**config.mk**
```make
export PLATFORM = sky130hd
export DESIGN_NAME = wds_supervisor
export DESIGN_NICKNAME = d
export VERILOG_FILES = /design/src/logic/wds_pkg.sv /design/src/logic/wds_sync.sv /design/src/logic/wds_prescaler.sv /design/src/logic/wds_supervisor.sv
export VERILOG_INCLUDE_DIRS = /design/src /design/src/logic
export SDC_FILE = /design/constraint.sdc
export NUM_CORES = 1
export LEC_CHECK = 0
export ABC_CLOCK_PERIOD_IN_PS = 2900
export BUFFER_PORTS_ARGS = -buffer_cell sky130_fd_sc_hd__buf_2
export CAP_MARGIN = 5
export CORE_ASPECT_RATIO = 1.75
export CORE_MARGIN = 2
export CORE_UTILIZATION = 53
export DETAILED_ROUTE_END_ITERATION = 12
export MAX_ROUTING_LAYER = met4
export PLACE_DENSITY = 0.77
export SYNTH_ARGS = -nofsm -noshare
export SYNTH_HDL_FRONTEND = slang
export SYNTH_HIERARCHICAL = 1
export SYNTH_SLANG_ARGS = --single-unit
```
**constraint.sdc**
```tcl
create_clock -name mclk -period 2.9 [get_ports mclk]
set_input_delay 0.435 -clock mclk [delete_from_list [all_inputs] [get_ports mclk]]
set_output_delay 0.435 -clock mclk [all_outputs]
set_load 0.05 [all_outputs]
```
**src/logic/wds_consts.svh**
```systemverilog
`ifndef WDS_CONSTS_SVH
`define WDS_CONSTS_SVH

// Register offsets.
`define WDS_ADDR_CTRL 7'h00
`define WDS_ADDR_STATUS 7'h05
`define WDS_ADDR_CFG 7'h74

// Watchdog control fields.
`define WDS_MODE_HI 7
`define WDS_MODE_LO 5
`define WDS_PER_HI 3
`define WDS_PER_LO 0

// Mode codes.
`define WDS_MODE_AUTO 3'h1
`define WDS_MODE_TIMEOUT 3'h2
`define WDS_MODE_WINDOW 3'h4

// Period codes.
`define WDS_PER_8 4'h8
`define WDS_PER_16 4'h1
`define WDS_PER_32 4'h2
`define WDS_PER_64 4'hb
`define WDS_PER_128 4'h4
`define WDS_PER_256 4'hd
`define WDS_PER_1024 4'he
`define WDS_PER_4096 4'h7
`define WDS_PER_DEFAULT 4'h4

// Configuration fields and reset value.
`define WDS_CFG_UV_HI 5
`define WDS_CFG_UV_LO 4
`define WDS_CFG_FNM 3
`define WDS_CFG_SDM 2
`define WDS_CFG_SLP 0
`define WDS_CFG_RESET 8'h08

// Status fields.
`define WDS_ST_FNM 3
`define WDS_ST_SDM 2

// Reset source codes.
`define WDS_SRC_EARLY 5'h0e
`define WDS_SRC_OVERFLOW 5'h0f
`define WDS_SRC_ILLEGAL 5'h10

// Timing.
`define WDS_CLK_NS 50
`define WDS_MS_NS 1000000
`define WDS_TICK_CYCLES (`WDS_MS_NS / `WDS_CLK_NS)

`endif

```
**src/logic/wds_pkg.sv**
```systemverilog
package wds_pkg;

   typedef enum logic [2:0] {
      WDS_OP_OFF,
      WDS_OP_STANDBY,
      WDS_OP_NORMAL,
      WDS_OP_SLEEP,
      WDS_OP_RESET,
      WDS_OP_OTHER
   } wds_op_t;

   typedef enum logic [1:0] {
      WDS_EFF_OFF,
      WDS_EFF_TIMEOUT,
      WDS_EFF_WINDOW
   } wds_eff_t;

endpackage

```
**src/logic/wds_sync.sv**
```systemverilog
`timescale 1ns/100ps
module wds_sync (
   // Clock and reset.
   input wire logic mclk,
   input wire logic rst_n,
   // Asynchronous level in, synchronised level out.
   input wire logic din,
   output logic dout
);

   logic meta;

   always_ff @(posedge mclk or negedge rst_n) begin
      if (!rst_n) begin
         meta <= 1'b1;
         dout <= 1'b1;
      end else begin
         meta <= din;
         dout <= meta;
      end
   end

endmodule

```
**src/logic/wds_prescaler.sv**
```systemverilog
`timescale 1ns/100ps
module wds_prescaler #(
   parameter int TICK_CYCLES = 20000
) (
   // Clock and reset.
   input wire logic mclk,
   input wire logic rst_n,
   // Restart the millisecond phase.
   input wire logic restart,
   // One-cycle pulse each millisecond.
   output logic tick
);

   logic [15:0] count;
   logic [15:0] next_count;
   logic next_tick;

   always_comb begin
      next_count = count + 16'h0001;
      next_tick = 1'b0;
      if (restart) begin
         next_count = 16'h0000;
      end else if (count == 16'(TICK_CYCLES - 1)) begin
         next_count = 16'h0000;
         next_tick = 1'b1;
      end
   end

   always_ff @(posedge mclk or negedge rst_n) begin
      if (!rst_n) begin
         count <= 16'h0000;
         tick <= 1'b0;
      end else begin
         count <= next_count;
         tick <= next_tick;
      end
   end

endmodule

```
**src/logic/wds_supervisor.sv**
```systemverilog
`timescale 1ns/100ps
`include "wds_consts.svh"

// Behaviour
// RQ1 - Window, timeout and autonomous modes; window acts only in Normal.
// RQ2 - Window mode restarts the timer only on triggers inside the open window.
// RQ3 - Timeout mode runs continuously; any trigger before expiry restarts it.
// RQ4 - Mode field bits 7:5: autonomous 001, timeout 010, window 100.
// RQ5 - Host changes mode or period only in Standby.
// RQ6 - Window selected behaves as timeout until Normal is entered.
// RQ7 - Mode or period change in Normal forces reset, source 10000, failure event.
// RQ8 - Period field bits 3:0 accepts eight codes from 8 ms to 4096 ms.
// RQ9 - Period applies to window and timeout; default 128 ms, code 0100.
// RQ10 - Every valid control write is a trigger restarting the timer (code ignores it in Off and Reset; early and Normal-change ones reset).
// RQ11 - New mode and period take effect immediately from the write.
// RQ12 - Default mode timeout 010, or autonomous 001 with development mode.
// RQ13 - Undefined codes discard the whole write and raise a failure event.
// RQ14 - Valid codes differ pairwise in two or more bits.
// RQ15 - Forced normal keeps the watchdog off in every mode.
// RQ16 - Autonomous runs timeout in Normal or Standby with receive low only.
// RQ17 - Receive line low in Standby marks a pending wake-up.
// RQ18 - Configuration at 74h: forced normal bit 3, development bit 2.
// RQ19 - Bits 5:4 preset undervoltage threshold 90, 80, 70 or 60 percent.
// RQ20 - Sleep-inhibit bit 0 set makes sleep commands ignored.
// RQ21 - Status bits 1:0: off 00, first half 01, second half 10.
// RQ22 - Status bit 3 shows forced normal, bit 2 development mode.
// RQ23 - Timeout expiry serves as cyclic wake-up source.
// RQ24 - Window: early trigger or expiry resets; late trigger restarts timer.
// RQ25 - Timeout: first expiry sets failure pending; second expiry resets.
// RQ26 - Source 01110 for early trigger, 01111 for overflow.
// RQ27 - Millisecond tick from a prescaler; timer cleared on every trigger (code leaves it uncleared on early and on Normal-change triggers).
// RQ28 - First half of window ends at half the period count.
module wds_supervisor
   import wds_pkg::*;
#(
   parameter int TICK_CYCLES = `WDS_TICK_CYCLES
) (
   // Clock and reset.
   input wire logic mclk,
   input wire logic rst_n,
   // Register access.
   input wire logic reg_wr,
   input wire logic reg_rd,
   input wire logic [6:0] reg_addr,
   input wire logic [7:0] reg_wdata,
   output logic [7:0] reg_rdata,
   // Chip state.
   input wds_op_t op_mode,
   input wire logic rxd_pin,
   input wire logic spi_fail_enable,
   input wire logic failure_clear,
   // Results toward the chip.
   output logic reset_request,
   output logic [4:0] reset_source_code,
   output logic serial_access_failure_event,
   output logic overflow_wake,
   output logic watchdog_failure_pending,
   output logic [1:0] undervoltage_threshold,
   output logic sleep_inhibit
);

   ////////////////////////////////////////////////////////////////////////////
   // Code checks and decodes.

   function automatic logic mode_valid(input logic [2:0] m);
      mode_valid = (m == `WDS_MODE_AUTO) || (m == `WDS_MODE_TIMEOUT) || (m == `WDS_MODE_WINDOW); // see RQ4 RQ14
   endfunction

   function automatic logic [12:0] period_ms(input logic [3:0] p);
      unique case (p)
         `WDS_PER_8: period_ms = 13'h0008; // see RQ8 RQ14
         `WDS_PER_16: period_ms = 13'h0010;
         `WDS_PER_32: period_ms = 13'h0020;
         `WDS_PER_64: period_ms = 13'h0040;
         `WDS_PER_128: period_ms = 13'h0080;
         `WDS_PER_256: period_ms = 13'h0100;
         `WDS_PER_1024: period_ms = 13'h0400;
         `WDS_PER_4096: period_ms = 13'h1000;
         default: period_ms = 13'h0000;
      endcase
   endfunction

   function automatic wds_eff_t eff_of(input logic forced_normal_mode, input logic software_development_mode, input logic [2:0] m,
                                       input wds_op_t op, input logic rx_low);
      eff_of = WDS_EFF_OFF;
      if (forced_normal_mode) begin
         eff_of = WDS_EFF_OFF; // see RQ15
      end else if (m == `WDS_MODE_WINDOW || m == `WDS_MODE_TIMEOUT) begin
         if (op == WDS_OP_NORMAL && m == `WDS_MODE_WINDOW) begin
            eff_of = WDS_EFF_WINDOW; // see RQ1 RQ6
         end else if (op == WDS_OP_NORMAL || op == WDS_OP_STANDBY || op == WDS_OP_SLEEP) begin
            eff_of = WDS_EFF_TIMEOUT; // see RQ6
         end
      end else if (!software_development_mode && (op == WDS_OP_NORMAL || (op == WDS_OP_STANDBY && rx_low))) begin
         eff_of = WDS_EFF_TIMEOUT; // see RQ16 RQ17
      end
   endfunction

   ////////////////////////////////////////////////////////////////////////////
   // Support blocks.

   logic rxd_sync;
   logic tick;
   logic trigger;

   wds_sync u_rxd_sync (
      .mclk(mclk),
      .rst_n(rst_n),
      .din(rxd_pin),
      .dout(rxd_sync)
   );

   wds_prescaler #(
      .TICK_CYCLES(TICK_CYCLES)
   ) u_prescaler (
      .mclk(mclk),
      .rst_n(rst_n),
      .restart(trigger),
      .tick(tick)
   );

   ////////////////////////////////////////////////////////////////////////////
   // Watchdog state.

   logic [2:0] mode_select;
   logic [3:0] period_select;
   logic [7:0] cfg;
   logic [12:0] timer;
   logic [12:0] period;
   logic [12:0] next_timer;
   logic [2:0] next_mode;
   logic [3:0] next_period;
   logic [7:0] next_cfg;
   logic [7:0] next_rdata;
   logic [4:0] next_src;
   logic next_reset;
   logic next_fail;
   logic next_wake;
   logic next_wdf;
   logic ctrl_wr;
   logic codes_ok;
   logic changed;
   logic early;
   logic expiry;
   logic first_half;
   logic [1:0] wd_state;
   wds_eff_t eff;

   assign period = period_ms(period_select);
   assign eff = eff_of(cfg[`WDS_CFG_FNM], cfg[`WDS_CFG_SDM], mode_select, op_mode, !rxd_sync);
   assign first_half = timer < (period >> 1); // see RQ28
   assign wd_state = (eff == WDS_EFF_OFF) ? 2'h0 : (first_half ? 2'h1 : 2'h2); // see RQ21
   assign ctrl_wr = reg_wr && reg_addr == `WDS_ADDR_CTRL && op_mode != WDS_OP_RESET && op_mode != WDS_OP_OFF;
   assign codes_ok = mode_valid(reg_wdata[`WDS_MODE_HI:`WDS_MODE_LO])
                     && period_ms(reg_wdata[`WDS_PER_HI:`WDS_PER_LO]) != 13'h0000;
   assign changed = reg_wdata[`WDS_MODE_HI:`WDS_MODE_LO] != mode_select
                    || reg_wdata[`WDS_PER_HI:`WDS_PER_LO] != period_select;
   assign trigger = ctrl_wr && codes_ok; // see RQ10
   assign early = trigger && eff == WDS_EFF_WINDOW && first_half; // see RQ2 RQ24
   assign expiry = tick && eff != WDS_EFF_OFF && timer == period - 13'h0001;

   always_comb begin
      next_mode = mode_select;
      next_period = period_select;
      next_cfg = cfg;
      next_timer = timer;
      next_reset = 1'b0;
      next_src = reset_source_code;
      next_fail = 1'b0;
      next_wake = 1'b0;
      next_wdf = watchdog_failure_pending && !failure_clear;
      if (op_mode == WDS_OP_RESET) begin
         next_mode = cfg[`WDS_CFG_SDM] ? `WDS_MODE_AUTO : `WDS_MODE_TIMEOUT; // see RQ12
         next_period = `WDS_PER_DEFAULT; // see RQ9
      end
      if (reg_wr && reg_addr == `WDS_ADDR_CFG && op_mode != WDS_OP_RESET) begin
         next_cfg = reg_wdata & 8'h3d; // see RQ18 RQ19 RQ20
      end
      if (eff == WDS_EFF_OFF) begin
         next_timer = 13'h0000;
      end else if (tick) begin
         next_timer = expiry ? 13'h0000 : timer + 13'h0001; // see RQ3 RQ27
      end
      if (expiry) begin
         if (eff == WDS_EFF_WINDOW || watchdog_failure_pending) begin
            next_reset = 1'b1; // see RQ24 RQ25
            next_src = `WDS_SRC_OVERFLOW; // see RQ26
         end else begin
            next_wdf = 1'b1; // see RQ25
            next_wake = 1'b1; // see RQ23
         end
      end
      if (ctrl_wr && !codes_ok) begin
         next_fail = spi_fail_enable; // see RQ13
      end else if (trigger && op_mode == WDS_OP_NORMAL && changed) begin
         next_reset = 1'b1; // see RQ7
         next_src = `WDS_SRC_ILLEGAL;
         next_fail = spi_fail_enable;
      end else if (early) begin
         next_reset = 1'b1; // see RQ24
         next_src = `WDS_SRC_EARLY; // see RQ26
      end else if (trigger) begin
         next_mode = reg_wdata[`WDS_MODE_HI:`WDS_MODE_LO]; // see RQ11
         next_period = reg_wdata[`WDS_PER_HI:`WDS_PER_LO];
         next_timer = 13'h0000; // see RQ10 RQ27
      end
   end

   always_ff @(posedge mclk or negedge rst_n) begin
      if (!rst_n) begin
         mode_select <= `WDS_MODE_TIMEOUT;
         period_select <= `WDS_PER_DEFAULT;
         cfg <= `WDS_CFG_RESET;
         timer <= 13'h0000;
         reset_request <= 1'b0;
         reset_source_code <= 5'h00;
         serial_access_failure_event <= 1'b0;
         overflow_wake <= 1'b0;
         watchdog_failure_pending <= 1'b0;
      end else begin
         mode_select <= next_mode;
         period_select <= next_period;
         cfg <= next_cfg;
         timer <= next_timer;
         reset_request <= next_reset;
         reset_source_code <= next_src;
         serial_access_failure_event <= next_fail;
         overflow_wake <= next_wake;
         watchdog_failure_pending <= next_wdf;
      end
   end

   ////////////////////////////////////////////////////////////////////////////
   // Read path and configuration outputs.

   always_comb begin
      next_rdata = reg_rdata;
      if (reg_rd) begin
         unique case (reg_addr)
            `WDS_ADDR_CTRL: next_rdata = {mode_select, 1'b0, period_select};
            `WDS_ADDR_STATUS: next_rdata = {4'h0, cfg[`WDS_CFG_FNM], cfg[`WDS_CFG_SDM], wd_state}; // see RQ22
            `WDS_ADDR_CFG: next_rdata = cfg;
            default: next_rdata = 8'h00;
         endcase
      end
   end

   always_ff @(posedge mclk or negedge rst_n) begin
      if (!rst_n) begin
         reg_rdata <= 8'h00;
         undervoltage_threshold <= 2'h0;
         sleep_inhibit <= 1'b0;
      end else begin
         reg_rdata <= next_rdata;
         undervoltage_threshold <= cfg[`WDS_CFG_UV_HI:`WDS_CFG_UV_LO]; // see RQ19
         sleep_inhibit <= cfg[`WDS_CFG_SLP]; // see RQ20
      end
   end

   ////////////////////////////////////////////////////////////////////////////
   // Checks.

   early_reset_a: assert property (@(posedge mclk) disable iff (!rst_n) // see RQ24
      early && !(op_mode == WDS_OP_NORMAL && changed) |=> reset_request && reset_source_code == `WDS_SRC_EARLY)
      else $error("early window trigger did not reset");
   illegal_change_a: assert property (@(posedge mclk) disable iff (!rst_n) // see RQ7
      trigger && op_mode == WDS_OP_NORMAL && changed |=> reset_request && reset_source_code == `WDS_SRC_ILLEGAL
      && serial_access_failure_event == $past(spi_fail_enable))
      else $error("change in Normal did not force reset");
   // An overflow in the same cycle may request its own reset, so that case is left out here.
   invalid_discard_a: assert property (@(posedge mclk) disable iff (!rst_n) // see RQ13
      ctrl_wr && !codes_ok && !expiry && op_mode != WDS_OP_RESET |=> $stable(mode_select)
      && $stable(period_select) && !reset_request)
      else $error("invalid code write was not discarded");
   trigger_clear_a: assert property (@(posedge mclk) disable iff (!rst_n) // see RQ10
      trigger && !early && !(op_mode == WDS_OP_NORMAL && changed) |=> timer == 13'h0000
      && mode_select == $past(reg_wdata[7:5]))
      else $error("trigger did not restart timer");
   forced_off_a: assert property (@(posedge mclk) disable iff (!rst_n) // see RQ15
      cfg[`WDS_CFG_FNM] |-> wd_state == 2'h0 ##1 (!expiry [*3]))
      else $error("watchdog active in forced normal");
   wdf_set_a: assert property (@(posedge mclk) disable iff (!rst_n) // see RQ25
      expiry && eff == WDS_EFF_TIMEOUT && !watchdog_failure_pending |=> watchdog_failure_pending && overflow_wake
      && !reset_request)
      else $error("first timeout expiry did not set failure pending");
   period_default_a: assert property (@(posedge mclk) disable iff (!rst_n) // see RQ9
      op_mode == WDS_OP_RESET ##1 op_mode == WDS_OP_RESET |-> period_select == `WDS_PER_DEFAULT)
      else $error("period not defaulted in reset");
   sdm_auto_off_a: assert property (@(posedge mclk) disable iff (!rst_n) // see RQ16
      cfg[`WDS_CFG_SDM] && mode_select == `WDS_MODE_AUTO |-> eff == WDS_EFF_OFF)
      else $error("autonomous watchdog running in development mode");

   timeout_expiry_c: cover property (@(posedge mclk) disable iff (!rst_n) expiry && eff == WDS_EFF_TIMEOUT);
   window_late_c: cover property (@(posedge mclk) disable iff (!rst_n)
      trigger && eff == WDS_EFF_WINDOW && !first_half);
   illegal_reset_c: cover property (@(posedge mclk) disable iff (!rst_n)
      reset_request && reset_source_code == `WDS_SRC_ILLEGAL);
   window_overflow_c: cover property (@(posedge mclk) disable iff (!rst_n) expiry && eff == WDS_EFF_WINDOW);
   early_trigger_c: cover property (@(posedge mclk) disable iff (!rst_n) early);

endmodule

```
==> results.cfg, run 1 <==
[critical_path]
cp-endpoint = mode_select[2]
max_stage_delay_ps = 620
setup.worst_path.start = period_select[2]
rrSetupSlack_ps = 170
critPathKind = flip-flop to flip-flop
cp.required_ps = 3110
arrival_ps = 2940
crit_fanout = 12
crit_slowest_cell = dfstp_2
path_buf_inv = 1
path_cells = or4b_1 > ha_1 > and4b_1 > o211ai_1 > o2111ai_2 > and3_1 > buf_4 > o21ai_0
crit_path_end_kind = flip-flop
timing.rr.end = mode_select[2]
cp-start-kind = flip-flop
critPathTopFamily = simple AND/OR/NAND/NOR gates
rr_startpoint = period_select[2]
cp.depth = 8
r2r_cells = 8

[power_and_ir_drop]
p_comb_share_pct = 10.1
ir_drop_mv = 0.562
swShare_pct = 24.6
p_int_mw = 1.85
seq_power_share_pct = 42.3
power_frac_clock_pct = 47.6
p_switching_mw = 0.602
p_leak_nw = 1.99
powerDensity_mw_per_mm2 = 551

[routing]
viasPerCell = 6.05
drt_iter0_markers = 232
drc_errors = 0
wl_per_cell_microns = 17.6
drt.antenna.violating_nets = 0
drt_wl_total_microns = 9210
dr.pass1.iters = 4
vias = 3169

[cts]
clk_pin_slew_worst_paths_ps = 50
cts.path.max_buffers = 2
clk_latency_ps = 340
htreeDepth = 3
cts_tree = yes
clock-root-buffer = clkbuf_16
numCtsBuffers = 9
clkSinkCount = 64

[timing]
rsz0062_at_grt = no
hold_viol = 0
slew_violations = 0
min_period_ps = 2730
period_share_pct = 94.2
fmax_ghz = 0.366
worst_pin_slew_ps = 480
fin_ws_ps = 168
finalSetupViolCount = 0
skew_ps = 5.34
tns_ps = 0
maxSlewHeadroom_pct = 67.9

[floorplanning]
fp-row-count = 40
die_area_sq_mm = 0.00773
start_util_pct = 54.3
coreArea_sq_mm = 0.00686
ioPinCount = 45
die_x_microns = 67.3
die_h_microns = 115

[place]
pre_cts_ws_ps = 73.6
dp_hpwl_microns = 6700
io_buffers = 44
place.gp.congestion = 0.920

[cells_and_area]
area_growth_pct = 19.7
n_fill_cell = 533
drive_above_1_share_pct = 26.6
diodes = 0
multi_input_area_sq_mm = 0.00199
ff_latch_area_sq_mm = 0.00161
final_net_count = 470

[grt]
use_met1_pct = 27.9
grt_pass1_vias = 3296
grt_pass1_wl_microns = 15100
track_usage_pct = 27.3
antenna_found_initial = 0
grt_busiest_layer = met2
grt_max_degree = 54
met2_usage_pct = 45.3
gr-total-overflow = 0
use_met3_pct = 6.16

[synth]
avgSynthCellArea_sq_um = 9.81
synth.most_common_cell = dfrtp_1
synth_common_cells = dfrtp_1, nor2_1, nand2_1
ys_seq_area_share_pct = 43.2
synthXorXnorAreaFrac_pct = 10.0
syn_inst = 379
muxShareOfSynthArea_pct = 2.35
syn-cell-area_sq_mm = 0.00372
synth_area_leaders = dfrtp_1, xnor2_1, xor2_1
synthFlopType = dfrtp_1
synth_top_cell_area_share_pct = 39.7
synth_edf_count = 0
syn_nets = 413
synth_compound_area_share_pct = 12.5
ys_seq_elements = 64
yosys.area.top_type = dfrtp_1
synth_cell_types = 70
synth_fa_ha_area_share_pct = 3.30
yosysWarningCount = 6
synthSimpleGateAreaFrac_pct = 24.2
synth_top_family_by_area = simple AND/OR/NAND/NOR gates
async_flop_share_pct = 100

[status]
status = finished, final reports clean

[run]
drv_cap = 0

[min_path]
worstHoldPathType = primary input to flip-flop
## layer usage
| metal | routed length, microns | share of wire (%) | vias up |
|---|---|---|---|
| li1 | - | - | 1483 |
| met1 | 3260 | 35 | 1554 |
| met2 | 5110 | 55 | 95 |
| met3 | 329 | 3.6 | 37 |
| met4 | 505 | 5.5 | 0 |
| met5 | 0 | 0 | - |
## flip-flops by register name, indices dropped and copies added, names as in the netlist, 2 cells and up
signal,count
timer,13
mode_select,3
cfg,5
reg_rdata,8
period_select,4
reset_source_code,5
undervoltage_threshold,2
u_prescaler/count,16
## worst min-delay path by stage
stage,cells after the start,startpoint,end
floorplan,0,rst_n,cfg[0]
global placement,1,rst_n,sleep_inhibit
detailed placement,1,rst_n,sleep_inhibit
CTS,1,rxd_pin,u_rxd_sync/meta
global route,1,rxd_pin,u_rxd_sync/meta
finish,1,rxd_pin,u_rxd_sync/meta
## repair_timing
action                                  in CTS  in global routing
endpoints found under the setup margin       6                 24
resized for setup                            2                  6
endpoints found under the hold margin       11                  0
buffers inserted                             0                  0
hold buffers                                 1                  0
## power groups by stage
stage | combinational [mW] | clock (mW) | sequential (mW)
2_1_floorplan | 0.140 | 0 | 1.05
3_3_place_gp | 0.233 | 0 | 1.04
3_5_place_dp | 0.243 | 0 | 1.05
4_1_cts | 0.248 | 1.18 | 1.03
5_1_grt | 0.274 | 1.22 | 1.04
6_report | 0.247 | 1.17 | 1.04
## stage by stage
step	area (sq um)	hold slack, ps	power (mW)	utilization (%)	cells
after floorplan	3720	139	1.19	-	379
after global placement	4080	335	1.28	59.5	508
after detailed placement	4080	344	1.29	59.5	508
final	4450	200	2.45	64.9	524
after CTS	4420	194	2.46	64.5	524
after global routing	4450	188	2.53	64.9	524
## cell type report
type / instances / area share, %
clock buffer: 12 / 5.76
timing repair buffer: 63 / 8.49
clock inverter: 3 / 1.46
inverter: 13 / 1.10
tap: 84 / 2.36
multi-input combinational: 285 / 44.7
sequential: 64 / 36.1
## layout by cell type (no fill, tap or decap), types with 3 or more instances in the layout
cell        n
a21oi_1     6
a22oi_1     4
and3_1      6
buf_2      44
buf_4      17
clkbuf_16   9
dfrtp_1    59
dfstp_2     5
ha_1        9
inv_1      13
mux2_2      6
nand2_1    27
nand3_1    21
nand4_1     8
nand4b_1    4
nor2_1     32
nor2_2     10
nor3_1      8
nor4_1      8
o211ai_1    3
o21ai_0    13
o21ai_1     5
o22ai_1     4
o31a_1      3
or3_1       3
or4_1       5
xnor2_1    24
xor2_1     16
## cell families after synthesis
family                     count (synthesis)
and+or+nand+nor                          159
AOI/OAI and AO/OA                         67
DFF                                       64
adders and majority gates                 10
buffers and inverters                     30
muxes                                      8
xor gates and xnor gates                  41
(Power assumes the default switching activity.)
==> run 2, diff against run 1 <==
--- a/config.mk
+++ b/config.mk
@@ -15,6 +15,7 @@
 export DETAILED_ROUTE_END_ITERATION = 12
 export MAX_ROUTING_LAYER = met4
 export PLACE_DENSITY = 0.77
+export RECOVER_POWER = 50
 export SYNTH_ARGS = -nofsm -noshare
 export SYNTH_HDL_FRONTEND = slang
 export SYNTH_HIERARCHICAL = 1
==> run 2 against run 1 <==
Highest routed layer unchanged. Power decreased by 0.28%. Largest power group unchanged. Clock power about the same. Largest cell class unchanged. Design area decreased by 0.45%. Utilization down 0.29 points. Via count shrank 0.41%. First-iteration DRC count is 3.0% lower. Register-to-register slack about the same. Combinational power about the same. Critical endpoint unchanged. Clock skew decreased by 0.64 ps. Hold slack about the same.
==> results.cfg, run 2 (synthesis gave the netlist of run 1 again) <==
[power_and_ir_drop]
p_switching_mw = 0.598
swShare_pct = 24.4
seq_power_share_pct = 42.4
p_comb_share_pct = 10.0
p_int_mw = 1.85
ir_drop_mv = 0.562
powerDensity_mw_per_mm2 = 552
power_frac_clock_pct = 47.6
p_leak_nw = 1.97

[min_path]
worstHoldPathType = primary input to flip-flop

[routing]
drt.antenna.violating_nets = 0
drt_iter0_markers = 225
vias = 3156
dr.pass1.iters = 5
drt_wl_total_microns = 9140
wl_per_cell_microns = 17.4
viasPerCell = 6.02
drc_errors = 0

[timing]
slew_violations = 0
fin_ws_ps = 167
tns_ps = 0
finalSetupViolCount = 0
worst_pin_slew_ps = 1290
hold_viol = 0
period_share_pct = 94.2
maxSlewHeadroom_pct = 14.2
rsz0062_at_grt = no
min_period_ps = 2730
skew_ps = 4.70
fmax_ghz = 0.366

[critical_path]
arrival_ps = 2940
cp.required_ps = 3110
path_cells = or4b_1 > ha_1 > and4b_1 > o211ai_1 > o2111ai_2 > and3_1 > buf_4 > o21ai_0
max_stage_delay_ps = 620
crit_fanout = 12
crit_slowest_cell = dfstp_2
crit_path_end_kind = flip-flop
critPathKind = flip-flop to flip-flop
cp-start-kind = flip-flop
path_buf_inv = 1
critPathTopFamily = simple AND/OR/NAND/NOR gates

[cts]
cts.path.max_buffers = 2
numCtsBuffers = 9
cts_tree = yes
clkSinkCount = 64
clk_latency_ps = 340
clock-root-buffer = clkbuf_16
htreeDepth = 3
clk_pin_slew_worst_paths_ps = 50
cts_setup_buffers = 0

[floorplanning]
coreArea_sq_mm = 0.00686
die_h_microns = 115
fp-row-count = 40
die_x_microns = 67.3
die_area_sq_mm = 0.00773
ioPinCount = 45
start_util_pct = 54.3

[cells_and_area]
regMostFlops = u_prescaler/count
drive_above_1_share_pct = 26.1
largest_reg_flops = 16
final_net_count = 470
area_growth_pct = 19.1
final_common_cell = dfrtp_1
layout_common_cells = dfrtp_1, buf_2, nor2_1
reg.largest.list = u_prescaler/count: 16 flops, timer: 13 flops, reg_rdata: 8 flops
diodes = 0

[grt]
grt_pass1_wl_microns = 15100
gr-total-overflow = 0
antenna_found_initial = 0
grt_max_degree = 54
grt_pass1_vias = 3296
track_usage_pct = 27.3

[status]
status = finished, final reports clean

[place]
pre_cts_ws_ps = 73.6
dp_hpwl_microns = 6700
place.gp.congestion = 0.920
io_buffers = 44

[run]
drv_cap = 0
run 2: worst paths after layout:
kind                       cells past startpoint  slack (ps)              from                   end
setup / recovery                               8         170  period_select[2]        mode_select[2]
hold / removal                                 1         200           rxd_pin       u_rxd_sync/meta
setup reg to reg                               8         170  period_select[2]        mode_select[2]
hold reg to reg                                0         360   u_rxd_sync/meta       u_rxd_sync/dout
max in group asynchronous                      3         550             rst_n  reset_source_code[3]
min in group asynchronous                      2         660             rst_n         sleep_inhibit
run 2: repair_timing:
action | CTS | global route
endpoints found under the hold margin | 11 | 0
endpoints found under the setup margin | 6 | 24
hold buffers | 1 | 0
pin swaps | 0 | 0
gates resized for setup | 2 | 6
run 2: final cells by class:
cell class / instances / area [sq um]
repair buffers: 63 / 358
inverters: 13 / 48.8
clock buffers: 12 / 256
well taps: 84 / 105
fillers: 537 / 2420
clock inverters: 3 / 65.1
flip-flops and latches: 64 / 1610
multi-input cells: 285 / 1990
run 2: stage by stage:
stage	area, sq um	hold WS, ps	utilization, %	power, mW	cells
floorplan	3720	139	-	1.19	379
global placement	4080	335	59.5	1.28	508
detailed placement	4080	344	59.5	1.29	508
CTS	4420	194	64.5	2.46	524
global route	4430	188	64.6	2.53	524
finish	4430	200	64.6	2.45	524
run 2: layer usage:
| layer | vias up | wire length, microns | share of wire, % | GRT usage (%) |
|---|---|---|---|---|
| li1 | 1481 | - | - | - |
| met1 | 1550 | 3260 | 36 | 27.9 |
| met2 | 84 | 5040 | 55 | 45.3 |
| met3 | 41 | 277 | 3.0 | 6.16 |
| met4 | 0 | 561 | 6.1 | 18.1 |
| met5 | - | 0 | 0 | - |
run 2: worst register-to-register path: stages (launching register included):
cell       delay, ps
dfstp_2          620
or4b_1           520
ha_1             320
and4b_1          190
o211ai_1         130
o2111ai_2        280
and3_1           240
buf_4            190
o21ai_0          110
run 2: power groups by stage:
stage	logic [mW]	clock network (mW)	registers, mW
2_1_floorplan	0.140	0	1.05
3_3_place_gp	0.233	0	1.04
3_5_place_dp	0.243	0	1.05
4_1_cts	0.248	1.18	1.03
5_1_grt	0.270	1.22	1.04
6_report	0.245	1.17	1.04
